$ cat src/bfr_defines.svh
`ifndef BFR_DEFINES_SVH
`define BFR_DEFINES_SVH

// Widths
`define BFR_ADDR_W       23
`define BFR_DATA_W       16

// Register indices on the plain register port
`define BFR_CFG_IDX      4'h0
`define BFR_STAT_IDX     4'h1

// Configuration register field positions
`define BFR_MODE_BIT     15
`define BFR_LAT_HI       13
`define BFR_LAT_LO       11
`define BFR_POL_BIT      10
`define BFR_HOLD_BIT     9
`define BFR_TIMING_BIT   8
`define BFR_EDGE_BIT     6
`define BFR_WRAP_BIT     3
`define BFR_LEN_HI       2
`define BFR_LEN_LO       0
`define BFR_CFG_RESET    16'hBFCF

// Burst length and latency encodings
`define BFR_LEN_4        3'h1
`define BFR_LEN_8        3'h2
`define BFR_LEN_16       3'h3
`define BFR_LEN_CONT     3'h7
`define BFR_LAT_MIN      3'h2
`define BFR_WORDS_4      5'h04
`define BFR_WORDS_8      5'h08
`define BFR_WORDS_16     5'h10
`define BFR_BLK16_BITS   4

// Read spaces chosen by the last command
`define BFR_SPACE_ARRAY  2'h0
`define BFR_SPACE_STATUS 2'h1
`define BFR_SPACE_QUERY  2'h2
`define BFR_SPACE_IDENT  2'h3

// Timing
`define BFR_CLK_NS       5
`define BFR_T_STBY_NS    150
`define BFR_T_RAND_NS    80
`define BFR_T_PAGE_NS    25
`define BFR_PAGE_BITS    3

`endif

$ cat src/bfr_pkg.sv
`include "bfr_defines.svh"

package bfr_pkg;

	typedef enum logic [4:0] {
		ST_IDLE  = 5'h01,
		ST_ASYNC = 5'h02,
		ST_ARMED = 5'h04,
		ST_LAT   = 5'h08,
		ST_DATA  = 5'h10
	} bfr_state_t;

	typedef struct packed {
		bfr_state_t                st;
		logic [15:0]               cfg;
		logic [15:0]               rdData;
		logic                      clkPrev;
		logic                      ceNPrev;
		logic                      oeNPrev;
		logic                      leNPrev;
		logic [`BFR_ADDR_W-1:0]    addrPrev;
		logic [`BFR_ADDR_W-1:0]    burstAddr;
		logic [`BFR_ADDR_W-1:0]    arrAddr;
		logic [`BFR_ADDR_W-1:0]    pageTag;
		logic                      pageValid;
		logic [4:0]                accLeft;
		logic [7:0]                idleCnt;
		logic [2:0]                latLeft;
		logic                      holdLeft;
		logic [4:0]                wordCnt;
		logic                      crossed;
		logic                      waitNow;
		logic                      waitSoon;
		logic                      ended;
		logic                      suspended;
		logic [`BFR_DATA_W-1:0]    dq;
		logic                      dqOe;
		logic                      waitOut;
		logic                      waitOe;
		logic                      standby;
	} bfr_regs_t;

endpackage

$ cat src/bfr_read_top.sv
// Design decisions made here: the strobed register port and the address map.
`timescale 1ns/1ps
`include "bfr_defines.svh"

// What this block does
// Mode bit one selects clock-ignoring asynchronous reads
// Asynchronous data comes from command-selected space
// Eight-word page, low three address bits
// Page miss long access, hit short
// Idle 150ns in asynchronous mode enters standby, outputs kept
// Delay indicator deasserted in asynchronous mode
// Host bursts only the array
// Burst starts at edge after later fall
// Address increments, words follow latency
// Length field gives 4/8/16/continuous words
// Hold bit keeps word one or two
// Wrap confines addresses to aligned block
// Indicator asserted in latency, waits, end
// Continuous burst waits at first 16-crossing
// Aligned start unaffected by wrap setting
// Polarity bit sets indicator active level
// Burst continues across bank boundaries
// Host suspends via output enable, stopped clock
// Suspend keeps data, may end latency
// Resume continues at the stopped word
// Indicator floats when enables are high
// Single read repeats same word, same indicator
// Latency codes two to seven, default seven
// Edge bit picks falling or rising
// Timing bit shifts indicator one cycle early
// Host avoids latency-two early two-cycle combination
module bfr_read_top
	import bfr_pkg::*;
#(
	parameter int ADDR_W = `BFR_ADDR_W
) (
	// Clock and reset
	input  wire logic              sys_clk,
	input  wire logic              reset_n,
	// Host bus pins
	input  wire logic              ceN,
	input  wire logic              oeN,
	input  wire logic              latchEnN,
	input  wire logic              busClk,
	input  wire logic [ADDR_W-1:0] addrIn,
	// Command logic and data sources
	input  wire logic [1:0]        readSpace,
	input  wire logic [15:0]       arrayData,
	input  wire logic [15:0]       statusData,
	input  wire logic [15:0]       queryData,
	input  wire logic [15:0]       identData,
	output logic      [ADDR_W-1:0] arrAddr,
	// Data and delay indicator pins
	output logic      [15:0]       dqOut,
	output logic                   dqOe,
	output logic                   waitOut,
	output logic                   waitOe,
	output logic                   standby,
	// Register port
	input  wire logic [3:0]        regAddr,
	input  wire logic [15:0]       regWrData,
	input  wire logic              regWr,
	input  wire logic              regRd,
	output logic      [15:0]       regRdData
);

	generate
		if (ADDR_W != `BFR_ADDR_W) begin : g_bad_width
			$error("ADDR_W must match the state record width");
		end
	endgenerate

	localparam logic [4:0] RAND_CYC = 5'((`BFR_T_RAND_NS + `BFR_CLK_NS - 1) / `BFR_CLK_NS);
	localparam logic [4:0] PAGE_CYC = 5'((`BFR_T_PAGE_NS + `BFR_CLK_NS - 1) / `BFR_CLK_NS);
	localparam logic [7:0] STBY_CYC = 8'((`BFR_T_STBY_NS + `BFR_CLK_NS - 1) / `BFR_CLK_NS);

	bfr_regs_t           s_q;
	bfr_regs_t           s_d;
	logic [3:0]          ctlS;
	logic [ADDR_W-1:0]   addrS;
	logic                ceNS;
	logic                oeNS;
	logic                leNS;
	logic                clkS;
	logic                asyncMode;
	logic [2:0]          latQ;
	logic                polQ;
	logic                holdQ;
	logic                earlyQ;
	logic                edgeQ;
	logic                wrapQ;
	logic [2:0]          lenQ;
	logic [4:0]          lenWords;
	logic [ADDR_W-1:0]   mask;
	logic [ADDR_W-1:0]   nxt;
	logic                edgeHit;
	logic                startDet;
	logic                addrChg;
	logic                pageHit;
	logic                arraySpace;
	logic [15:0]         srcData;
	logic                cfgLegal;
	logic                doPresent;
	logic                waitAct;

	bfr_sync2 #(.W(4), .INIT(4'hF)) u_sync_ctl (
		.sys_clk (sys_clk),
		.reset_n (reset_n),
		.din     ({busClk, latchEnN, oeN, ceN}),
		.dout    (ctlS)
	);

	bfr_sync2 #(.W(ADDR_W), .INIT('0)) u_sync_addr (
		.sys_clk (sys_clk),
		.reset_n (reset_n),
		.din     (addrIn),
		.dout    (addrS)
	);

	assign ceNS = ctlS[0];
	assign oeNS = ctlS[1];
	assign leNS = ctlS[2];
	assign clkS = ctlS[3];

	// Configuration fields
	assign asyncMode = s_q.cfg[`BFR_MODE_BIT];
	assign latQ      = s_q.cfg[`BFR_LAT_HI:`BFR_LAT_LO];
	assign polQ      = s_q.cfg[`BFR_POL_BIT];
	assign holdQ     = s_q.cfg[`BFR_HOLD_BIT];
	assign earlyQ    = s_q.cfg[`BFR_TIMING_BIT];
	assign edgeQ     = s_q.cfg[`BFR_EDGE_BIT];
	assign wrapQ     = !s_q.cfg[`BFR_WRAP_BIT];
	assign lenQ      = s_q.cfg[`BFR_LEN_HI:`BFR_LEN_LO];

	// Burst length in words, zero for continuous
	always_comb begin
		unique case (lenQ)
			`BFR_LEN_4:  lenWords = `BFR_WORDS_4;
			`BFR_LEN_8:  lenWords = `BFR_WORDS_8;
			`BFR_LEN_16: lenWords = `BFR_WORDS_16;
			default:     lenWords = 5'h00;
		endcase
	end

	assign mask = (lenWords == 5'h00) ? '0 : ADDR_W'(lenWords - 5'h01);

	// Next burst address: wrap keeps the aligned block, else plain increment across banks
	assign nxt = (wrapQ && lenWords != 5'h00) ? ((s_q.burstAddr & ~mask) | ((s_q.burstAddr + 1'b1) & mask))
	                                          : s_q.burstAddr + 1'b1;

	// Valid clock edge on the sampled bus clock
	assign edgeHit  = edgeQ ? (clkS && !s_q.clkPrev) : (!clkS && s_q.clkPrev);
	// Both enables low and one of them just fell
	assign startDet = !leNS && !ceNS && (s_q.leNPrev || s_q.ceNPrev);
	assign addrChg  = addrS != s_q.addrPrev;
	assign pageHit  = s_q.pageValid && ((addrS >> `BFR_PAGE_BITS) == (s_q.pageTag >> `BFR_PAGE_BITS));
	assign arraySpace = readSpace == `BFR_SPACE_ARRAY;
	assign cfgLegal = (regWrData[`BFR_LAT_HI:`BFR_LAT_LO] >= `BFR_LAT_MIN)
	                  && (regWrData[`BFR_LEN_HI:`BFR_LEN_LO] inside {`BFR_LEN_4, `BFR_LEN_8, `BFR_LEN_16, `BFR_LEN_CONT});

	// Data of the space picked by the last command
	always_comb begin
		unique case (readSpace)
			`BFR_SPACE_ARRAY:  srcData = arrayData;
			`BFR_SPACE_STATUS: srcData = statusData;
			`BFR_SPACE_QUERY:  srcData = queryData;
			default:           srcData = identData;
		endcase
	end

	always_comb begin
		s_d       = s_q;
		doPresent = 1'b0;
		waitAct   = 1'b0;
		s_d.rdData   = 16'h0000;
		s_d.clkPrev  = clkS;
		s_d.ceNPrev  = ceNS;
		s_d.oeNPrev  = oeNS;
		s_d.leNPrev  = leNS;
		s_d.addrPrev = addrS;

		// Bus inactivity timer for automatic standby; outputs stay driven
		if (addrChg || ceNS != s_q.ceNPrev || oeNS != s_q.oeNPrev || leNS != s_q.leNPrev) begin
			s_d.idleCnt = 8'h00;
			s_d.standby = 1'b0;
		end else if (s_q.idleCnt != STBY_CYC) begin
			s_d.idleCnt = s_q.idleCnt + 8'h01;
		end else if (asyncMode) begin
			s_d.standby = 1'b1;
		end

		// Register port; reserved encodings leave the configuration untouched
		if (regWr && regAddr == `BFR_CFG_IDX && cfgLegal) begin
			s_d.cfg = regWrData;
		end
		if (regRd) begin
			unique case (regAddr)
				`BFR_CFG_IDX:  s_d.rdData = s_q.cfg;
				`BFR_STAT_IDX: s_d.rdData = {s_q.standby, s_q.suspended, s_q.ended, s_q.waitNow, 3'h0, s_q.st,
				                             s_q.holdLeft, 1'b0, s_q.wordCnt[1:0]};
				default:       s_d.rdData = 16'h0000;
			endcase
		end

		s_d.dqOe   = !ceNS && !oeNS;
		s_d.waitOe = !ceNS && !oeNS;

		unique case (s_q.st)
			ST_IDLE: begin
				// Address and enable arrive together, so the first access starts here
				if (!ceNS && asyncMode) begin
					s_d.st        = ST_ASYNC;
					s_d.arrAddr   = addrS;
					s_d.pageTag   = addrS;
					s_d.pageValid = 1'b1;
					s_d.accLeft   = RAND_CYC;
				end
			end
			ST_ASYNC: begin
				// Clock is ignored here
				if (ceNS || !asyncMode) begin
					s_d.st = ST_IDLE;
				end else if (addrChg || s_q.ceNPrev) begin
					s_d.arrAddr   = addrS;
					s_d.pageTag   = addrS;
					s_d.pageValid = 1'b1;
					s_d.accLeft   = pageHit ? PAGE_CYC : RAND_CYC;
				end else if (s_q.accLeft != 5'h00) begin
					s_d.accLeft = s_q.accLeft - 5'h01;
					if (s_q.accLeft == 5'h01) begin
						s_d.dq = srcData;
					end
				end
			end
			ST_ARMED: begin
				if (edgeHit) begin
					s_d.burstAddr = addrS;
					s_d.arrAddr   = addrS;
					s_d.latLeft   = latQ;
					s_d.wordCnt   = 5'h00;
					s_d.crossed   = addrS[`BFR_BLK16_BITS-1:0] == '0;
					s_d.ended     = 1'b0;
					s_d.waitNow   = 1'b0;
					s_d.waitSoon  = 1'b0;
					s_d.st        = ST_LAT;
				end
			end
			ST_LAT: begin
				if (oeNS) begin
					// Sensing finishes while suspended, so no latency is left
					s_d.suspended = 1'b1;
					s_d.latLeft   = 3'h1;
				end else if (edgeHit) begin
					s_d.suspended = 1'b0;
					if (s_q.latLeft <= 3'h1) begin
						doPresent = 1'b1;
					end else begin
						s_d.latLeft = s_q.latLeft - 3'h1;
					end
				end
			end
			ST_DATA: begin
				if (oeNS) begin
					s_d.suspended = 1'b1;
				end else if (edgeHit) begin
					s_d.suspended = 1'b0;
					if (s_q.holdLeft) begin
						s_d.holdLeft = 1'b0;
					end else if (s_q.ended) begin
						s_d.ended = 1'b1;
					end else if (lenWords != 5'h00 && s_q.wordCnt == lenWords) begin
						s_d.ended = 1'b1;
					end else if (lenWords == 5'h00 && !s_q.crossed
					             && s_q.burstAddr[`BFR_BLK16_BITS-1:0] == '0) begin
						s_d.crossed = 1'b1;
						s_d.waitNow = 1'b1;
					end else begin
						doPresent = 1'b1;
					end
				end
			end
			default: s_d.st = ST_IDLE;
		endcase

		// Presenting a word also prefetches the next address in the array space
		if (doPresent) begin
			s_d.st       = ST_DATA;
			s_d.dq       = srcData;
			s_d.holdLeft = holdQ;
			s_d.wordCnt  = s_q.wordCnt + 5'h01;
			s_d.waitNow  = 1'b0;
			if (arraySpace) begin
				s_d.burstAddr = nxt;
				s_d.arrAddr   = nxt;
			end
			// Non-array spaces keep the same word
			s_d.waitSoon = (lenWords != 5'h00 && s_q.wordCnt + 5'h01 == lenWords)
			               || (lenWords == 5'h00 && arraySpace && !s_q.crossed
			                   && nxt[`BFR_BLK16_BITS-1:0] == '0);
		end

		// Synchronous start, and chip deselect ends any access
		if (!asyncMode && startDet) begin
			s_d.st        = ST_ARMED;
			s_d.suspended = 1'b0;
		end else if (ceNS && s_q.st != ST_IDLE) begin
			s_d.st        = ST_IDLE;
			s_d.suspended = 1'b0;
		end

		// Delay indicator level
		if (asyncMode || s_d.st == ST_IDLE || s_d.st == ST_ASYNC) begin
			waitAct = 1'b0;
		end else if (!earlyQ) begin
			waitAct = s_d.st == ST_ARMED || s_d.st == ST_LAT || s_d.waitNow || s_d.ended;
		end else begin
			waitAct = s_d.st == ST_ARMED || (s_d.st == ST_LAT && s_d.latLeft != 3'h1)
			          || (s_d.st == ST_DATA && !s_d.holdLeft && s_d.waitSoon && !s_d.waitNow)
			          || s_d.ended;
		end
		s_d.waitOut = polQ ? waitAct : !waitAct;

		if (!reset_n) begin
			s_d           = '0;
			s_d.st        = ST_IDLE;
			s_d.cfg       = `BFR_CFG_RESET;
			s_d.ceNPrev   = 1'b1;
			s_d.oeNPrev   = 1'b1;
			s_d.leNPrev   = 1'b1;
			s_d.clkPrev   = 1'b1;
			s_d.waitOut   = 1'b0;
		end
	end

	always_ff @(posedge sys_clk) begin
		s_q <= s_d;
	end

	assign arrAddr   = s_q.arrAddr;
	assign dqOut     = s_q.dq;
	assign dqOe      = s_q.dqOe;
	assign waitOut   = s_q.waitOut;
	assign waitOe    = s_q.waitOe;
	assign standby   = s_q.standby;
	assign regRdData = s_q.rdData;
endmodule

$ cat src/bfr_sync2.sv
`timescale 1ns/1ps

module bfr_sync2 #(
	parameter int           W    = 1,
	parameter logic [W-1:0] INIT = '0
) (
	// Clock and reset
	input  wire logic         sys_clk,
	input  wire logic         reset_n,
	// Asynchronous level in, synchronised level out
	input  wire logic [W-1:0] din,
	output logic      [W-1:0] dout
);

	logic [W-1:0] stage1_q;
	logic [W-1:0] stage2_q;

	// First stage feeds only the second stage
	always_ff @(posedge sys_clk) begin
		if (!reset_n) begin
			stage1_q <= INIT;
			stage2_q <= INIT;
		end else begin
			stage1_q <= din;
			stage2_q <= stage1_q;
		end
	end

	assign dout = stage2_q;

endmodule
$ cat config.mk
export PLATFORM = sky130hd
export DESIGN_NAME = bfr_read_top
export DESIGN_NICKNAME = d
export VERILOG_FILES = /design/src/bfr_pkg.sv /design/src/bfr_read_top.sv /design/src/bfr_sync2.sv
export VERILOG_INCLUDE_DIRS = /design/src
export SDC_FILE = /design/constraint.sdc
export NUM_CORES = 1
export LEC_CHECK = 0
export BUFFER_PORTS_ARGS = -buffer_cell sky130_fd_sc_hd__buf_2
export CORE_MARGIN = 4
export CORE_UTILIZATION = 45
export DETAILED_ROUTE_END_ITERATION = 10
export MAX_ROUTING_LAYER = met4
export PLACE_DENSITY = 0.71
export SETUP_SLACK_MARGIN = 0.2
export SLEW_MARGIN = 0
export SYNTH_ARGS = -nofsm -noshare
export SYNTH_HDL_FRONTEND = slang
export SYNTH_SLANG_ARGS = --single-unit
$ cat constraint.sdc
create_clock -name sys_clk -period 6.1 [get_ports sys_clk]
set_clock_uncertainty 0.15 [all_clocks]
set_input_delay 0.61 -clock sys_clk [delete_from_list [all_inputs] [get_ports sys_clk]]
set_output_delay 0.61 -clock sys_clk [all_outputs]
set_load 0.05 [all_outputs]
==> impl_metrics.env <==
export IMPL_crit_arrival_ns=3.91
export IMPL_clockRootBuffer="clkbuf_16"
export IMPL_fillerInstances=2198
export IMPL_grt_pass1_wl_um=41900
export IMPL_n_antenna_cell=0
export IMPL_share_comb_of_total_power=0.055
export IMPL_hp_class="input port to flop"
export IMPL_report_final_setup_viol=0
export IMPL_pins_over_their_slew_limit=0
export IMPL_globalRoute_totalOverflow=0
export IMPL_cts_tree="done"
export IMPL_share_of_cells_above_drive_strength_1=0.215
export IMPL_design_final_nets=1391
export IMPL_routed_wl_met2_um=12600
export IMPL_cap_violations=0
export IMPL_yosysUniqueCellTypes=83
export IMPL_layout_area_overhead_vs_synth_pct=13.7
export IMPL_synth_yosys_seq_area_share=0.426
export IMPL_edff_count_synth=0
export IMPL_drt_vias_per_instance=5.25
export IMPL_met3_length_um=1290
export IMPL_outcome="complete, no violations"
export IMPL_final_hold_viol_count=0
export IMPL_synth_area_per_cell_sq_um=9.26
export IMPL_worst_max_slew_pin_slew_ns=1.12
export IMPL_worst_hold_path_num_cells=2
export IMPL_synth_cells=1174
export IMPL_drt_wirelength_per_cell_um=16.4
export IMPL_route_vias_total=8396
export IMPL_synthesis_area_sq_mm=0.0109
export IMPL_dp_hpwl_um=18600
export IMPL_antenna_found_initial=0
export IMPL_clock_power_share=0.479
export IMPL_numPortBuffers=175
export IMPL_worst_r2r_setup_slack_ns=2.46
export IMPL_detail_route_iter0_violations=630
export IMPL_core_rowCount=56
export IMPL_die_h_um=163
export IMPL_placer_congestion_estimate=0.892
export IMPL_initial_util=0.460
export IMPL_finalCriticalPeriod_ns=3.64
export IMPL_startpoint_class="flop"
export IMPL_final_min_period_over_clock_period=0.597
export IMPL_globalRouteTotalUtil=0.196
export IMPL_power_share_sequential=0.466
export IMPL_synth_top_flop_cell="dfxtp_1"
export IMPL_die_area_sq_mm=0.0267
export IMPL_leakagePower_nw=5.27
export IMPL_r2r_cells=9
export IMPL_boundaryPins=176
export IMPL_critical_path_endpoint_type="flop"
export IMPL_postCtsSetupBuffers=0
export IMPL_power_net_switching_mw=0.747
export IMPL_htreeDepth=1
export IMPL_grt_start_max_net_pins=92
export IMPL_synth_net_count=1304
export IMPL_power_density_mw_per_mm2=271
export IMPL_post_route_ant_nets=0
export IMPL_floorplan_die_width_um=163
export IMPL_crit_type="flop to flop"
export IMPL_register_area_sq_mm=0.00462
export IMPL_worst_path_max_fanout=19
export IMPL_peak_ir_drop_on_the_vdd_network_uv=235
export IMPL_cts_root_to_sink_buffers=3
export IMPL_timing_critical_path_required_ns=6.36
export IMPL_cts_sink_count=231
export IMPL_worst_slew_margin_rel=0.257
export IMPL_async_reset_ff_frac=0
export IMPL_placeable_core_area_sq_mm=0.0236
export IMPL_area_of_combinational_cells_with_multiple_inputs_sq_mm=0.00542
export IMPL_vias_in_the_first_global_route=8035
export IMPL_clk_pin_slew_ns=0.06
export IMPL_drt_drc_violations_left=0
export IMPL_fmaxAchievable_ghz=0.275
export IMPL_top_layer="met4"
export IMPL_met1Wirelength_um=11700
export IMPL_ys_warnings_count=0
export IMPL_cts_repair_resize_count=0
export IMPL_intPower_mw=2.60
export IMPL_dr_pass1_iters=5
export IMPL_design_power_total_mw=3.35
export IMPL_rsz_0062_raised_after_global_routing="no"
export IMPL_tns_ns=0
export IMPL_clock_insertion_delay_worst_skew_ns=0.54
export IMPL_cts_hold_buffers=0
export IMPL_cts_made_buffers=25
export IMPL_switching_share=0.223
export IMPL_totalWireLength_um=26300
export IMPL_ys_ff_latch=231
## layout make-up
cell class,count,share of cell area
clock inverters,12,0.0153
well taps,319,0.0323
repair buffers,183,0.0757
inverters,25,0.00759
multi-input cells,795,0.439
clock buffers,33,0.0563
flip-flops and latches,231,0.374
## metrics by stage
step | instance area [sq um] | hold slack [ns] | utilization | worst slack, ns | std cells
after floorplan | 10900 | 0.236 | - | 3.43 | 1174
final | 12400 | 0.121 | 0.523 | 2.46 | 1598
after detailed placement | 11500 | 0.246 | 0.486 | 2.43 | 1553
after global placement | 11500 | 0.246 | 0.486 | 2.54 | 1553
after CTS | 12400 | 0.106 | 0.523 | 2.42 | 1598
after global routing | 12400 | 0.115 | 0.523 | 2.17 | 1598
## synthesized netlist by cell type, types with 8 or more instances
cell	number	area [sq um]
a211oi_1	12	90.1
a21oi_1	65	325
a22oi_1	13	97.6
a31oi_1	16	100
and2_1	79	494
and3_1	13	81.3
buf_2	17	85.1
buf_4	61	458
clkbuf_1	36	135
dfxtp_1	231	4620
ha_1	13	163
inv_1	25	93.8
mux2i_1	66	661
mux4_2	16	360
nand2_1	78	293
nand2b_1	21	131
nand3_1	23	115
nand4_1	8	50.1
nor2_1	123	462
nor3_1	19	95.1
nor4_1	12	75.1
o21ai_0	45	225
xnor2_1	24	210
xor2_1	57	499
## per-layer routing
| metal | GRT usage | vias to the layer above |
|---|---|---|
| li1 | - | 4145 |
| met1 | 0.262 | 3981 |
| met2 | 0.315 | 219 |
| met3 | 0.0245 | 51 |
| met4 | 0.0545 | 0 |
| met5 | - | - |
## cell usage in the layout, fill, tap and decap left out, types with 12 or more instances in the layout
cell,Yosys,final
dfxtp_1,231,231
buf_2,17,175
nor2_1,123,123
and2_1,79,79
nand2_1,78,78
mux2i_1,66,66
a21oi_1,65,64
xor2_1,57,57
o21ai_0,45,45
clkbuf_16,0,25
inv_1,25,24
xnor2_1,24,24
nand3_1,23,23
nand2b_1,21,21
nor3_1,19,19
a31oi_1,16,16
mux4_2,16,16
and3_1,13,13
a22oi_1,13,13
ha_1,13,13
nor4_1,12,12
a211oi_1,12,12
## flip-flops by register name, indices dropped and copies added (netlist names)
register	count
regRdData	16
standby	1
holdQ	1
waitOut	1
u_sync_addr.dout	23
waitOe	1
arrAddr	23
edgeQ	1
lenQ	3
polQ	1
asyncMode	1
dqOut	16
u_sync_ctl.dout	4
u_sync_addr.stage1_q	23
latQ	3
u_sync_ctl.stage1_q	4
earlyQ	1
s_q	108
## critical path, stage by stage, from the launching register on
cell and delay, ns:
dfxtp_1 0.47, xor2_1 0.10, nor4_1 0.39, nand4_1 0.26
nor3_4 0.44, a32o_1 0.75, buf_4 0.38, mux2_2 0.36
a21oi_1 0.15, nor2_1 0.05
## worst paths after layout
| path | start | endpoint |
|---|---|---|
| hold / removal | oeN | u_sync_ctl.stage1_q[1] |
| setup / recovery | u_sync_addr.dout[5] | arrAddr[0] |
| setup reg to reg | u_sync_addr.dout[5] | arrAddr[0] |
| hold reg to reg | u_sync_ctl.stage1_q[0] | u_sync_ctl.dout[0] |
## power groups by stage
stage	registers, mW	clock network, mW	logic, mW
after floorplan	1.58	0	0.124
after global placement	1.59	0	0.182
after detailed placement	1.59	0	0.184
after CTS	1.56	1.63	0.185
after global routing	1.56	1.70	0.201
final	1.56	1.60	0.183
## cells by family (layout without fill, tap and decap cells)
kind of cell             after synthesis  in the layout  share of synthesized area
AO/OA/AOI/OAI                        194            194                      0.117
AND/OR/NAND/NOR                      422            422                      0.202
XOR/XNOR                              81             81                     0.0653
adder cells (fa/ha/maj)               14             14                     0.0159
buffers and inverters                148            253                     0.0778
multiplexers                          84             84                     0.0964
flip-flops                           231            231                      0.426
Power figures use the tool's default switching activity.
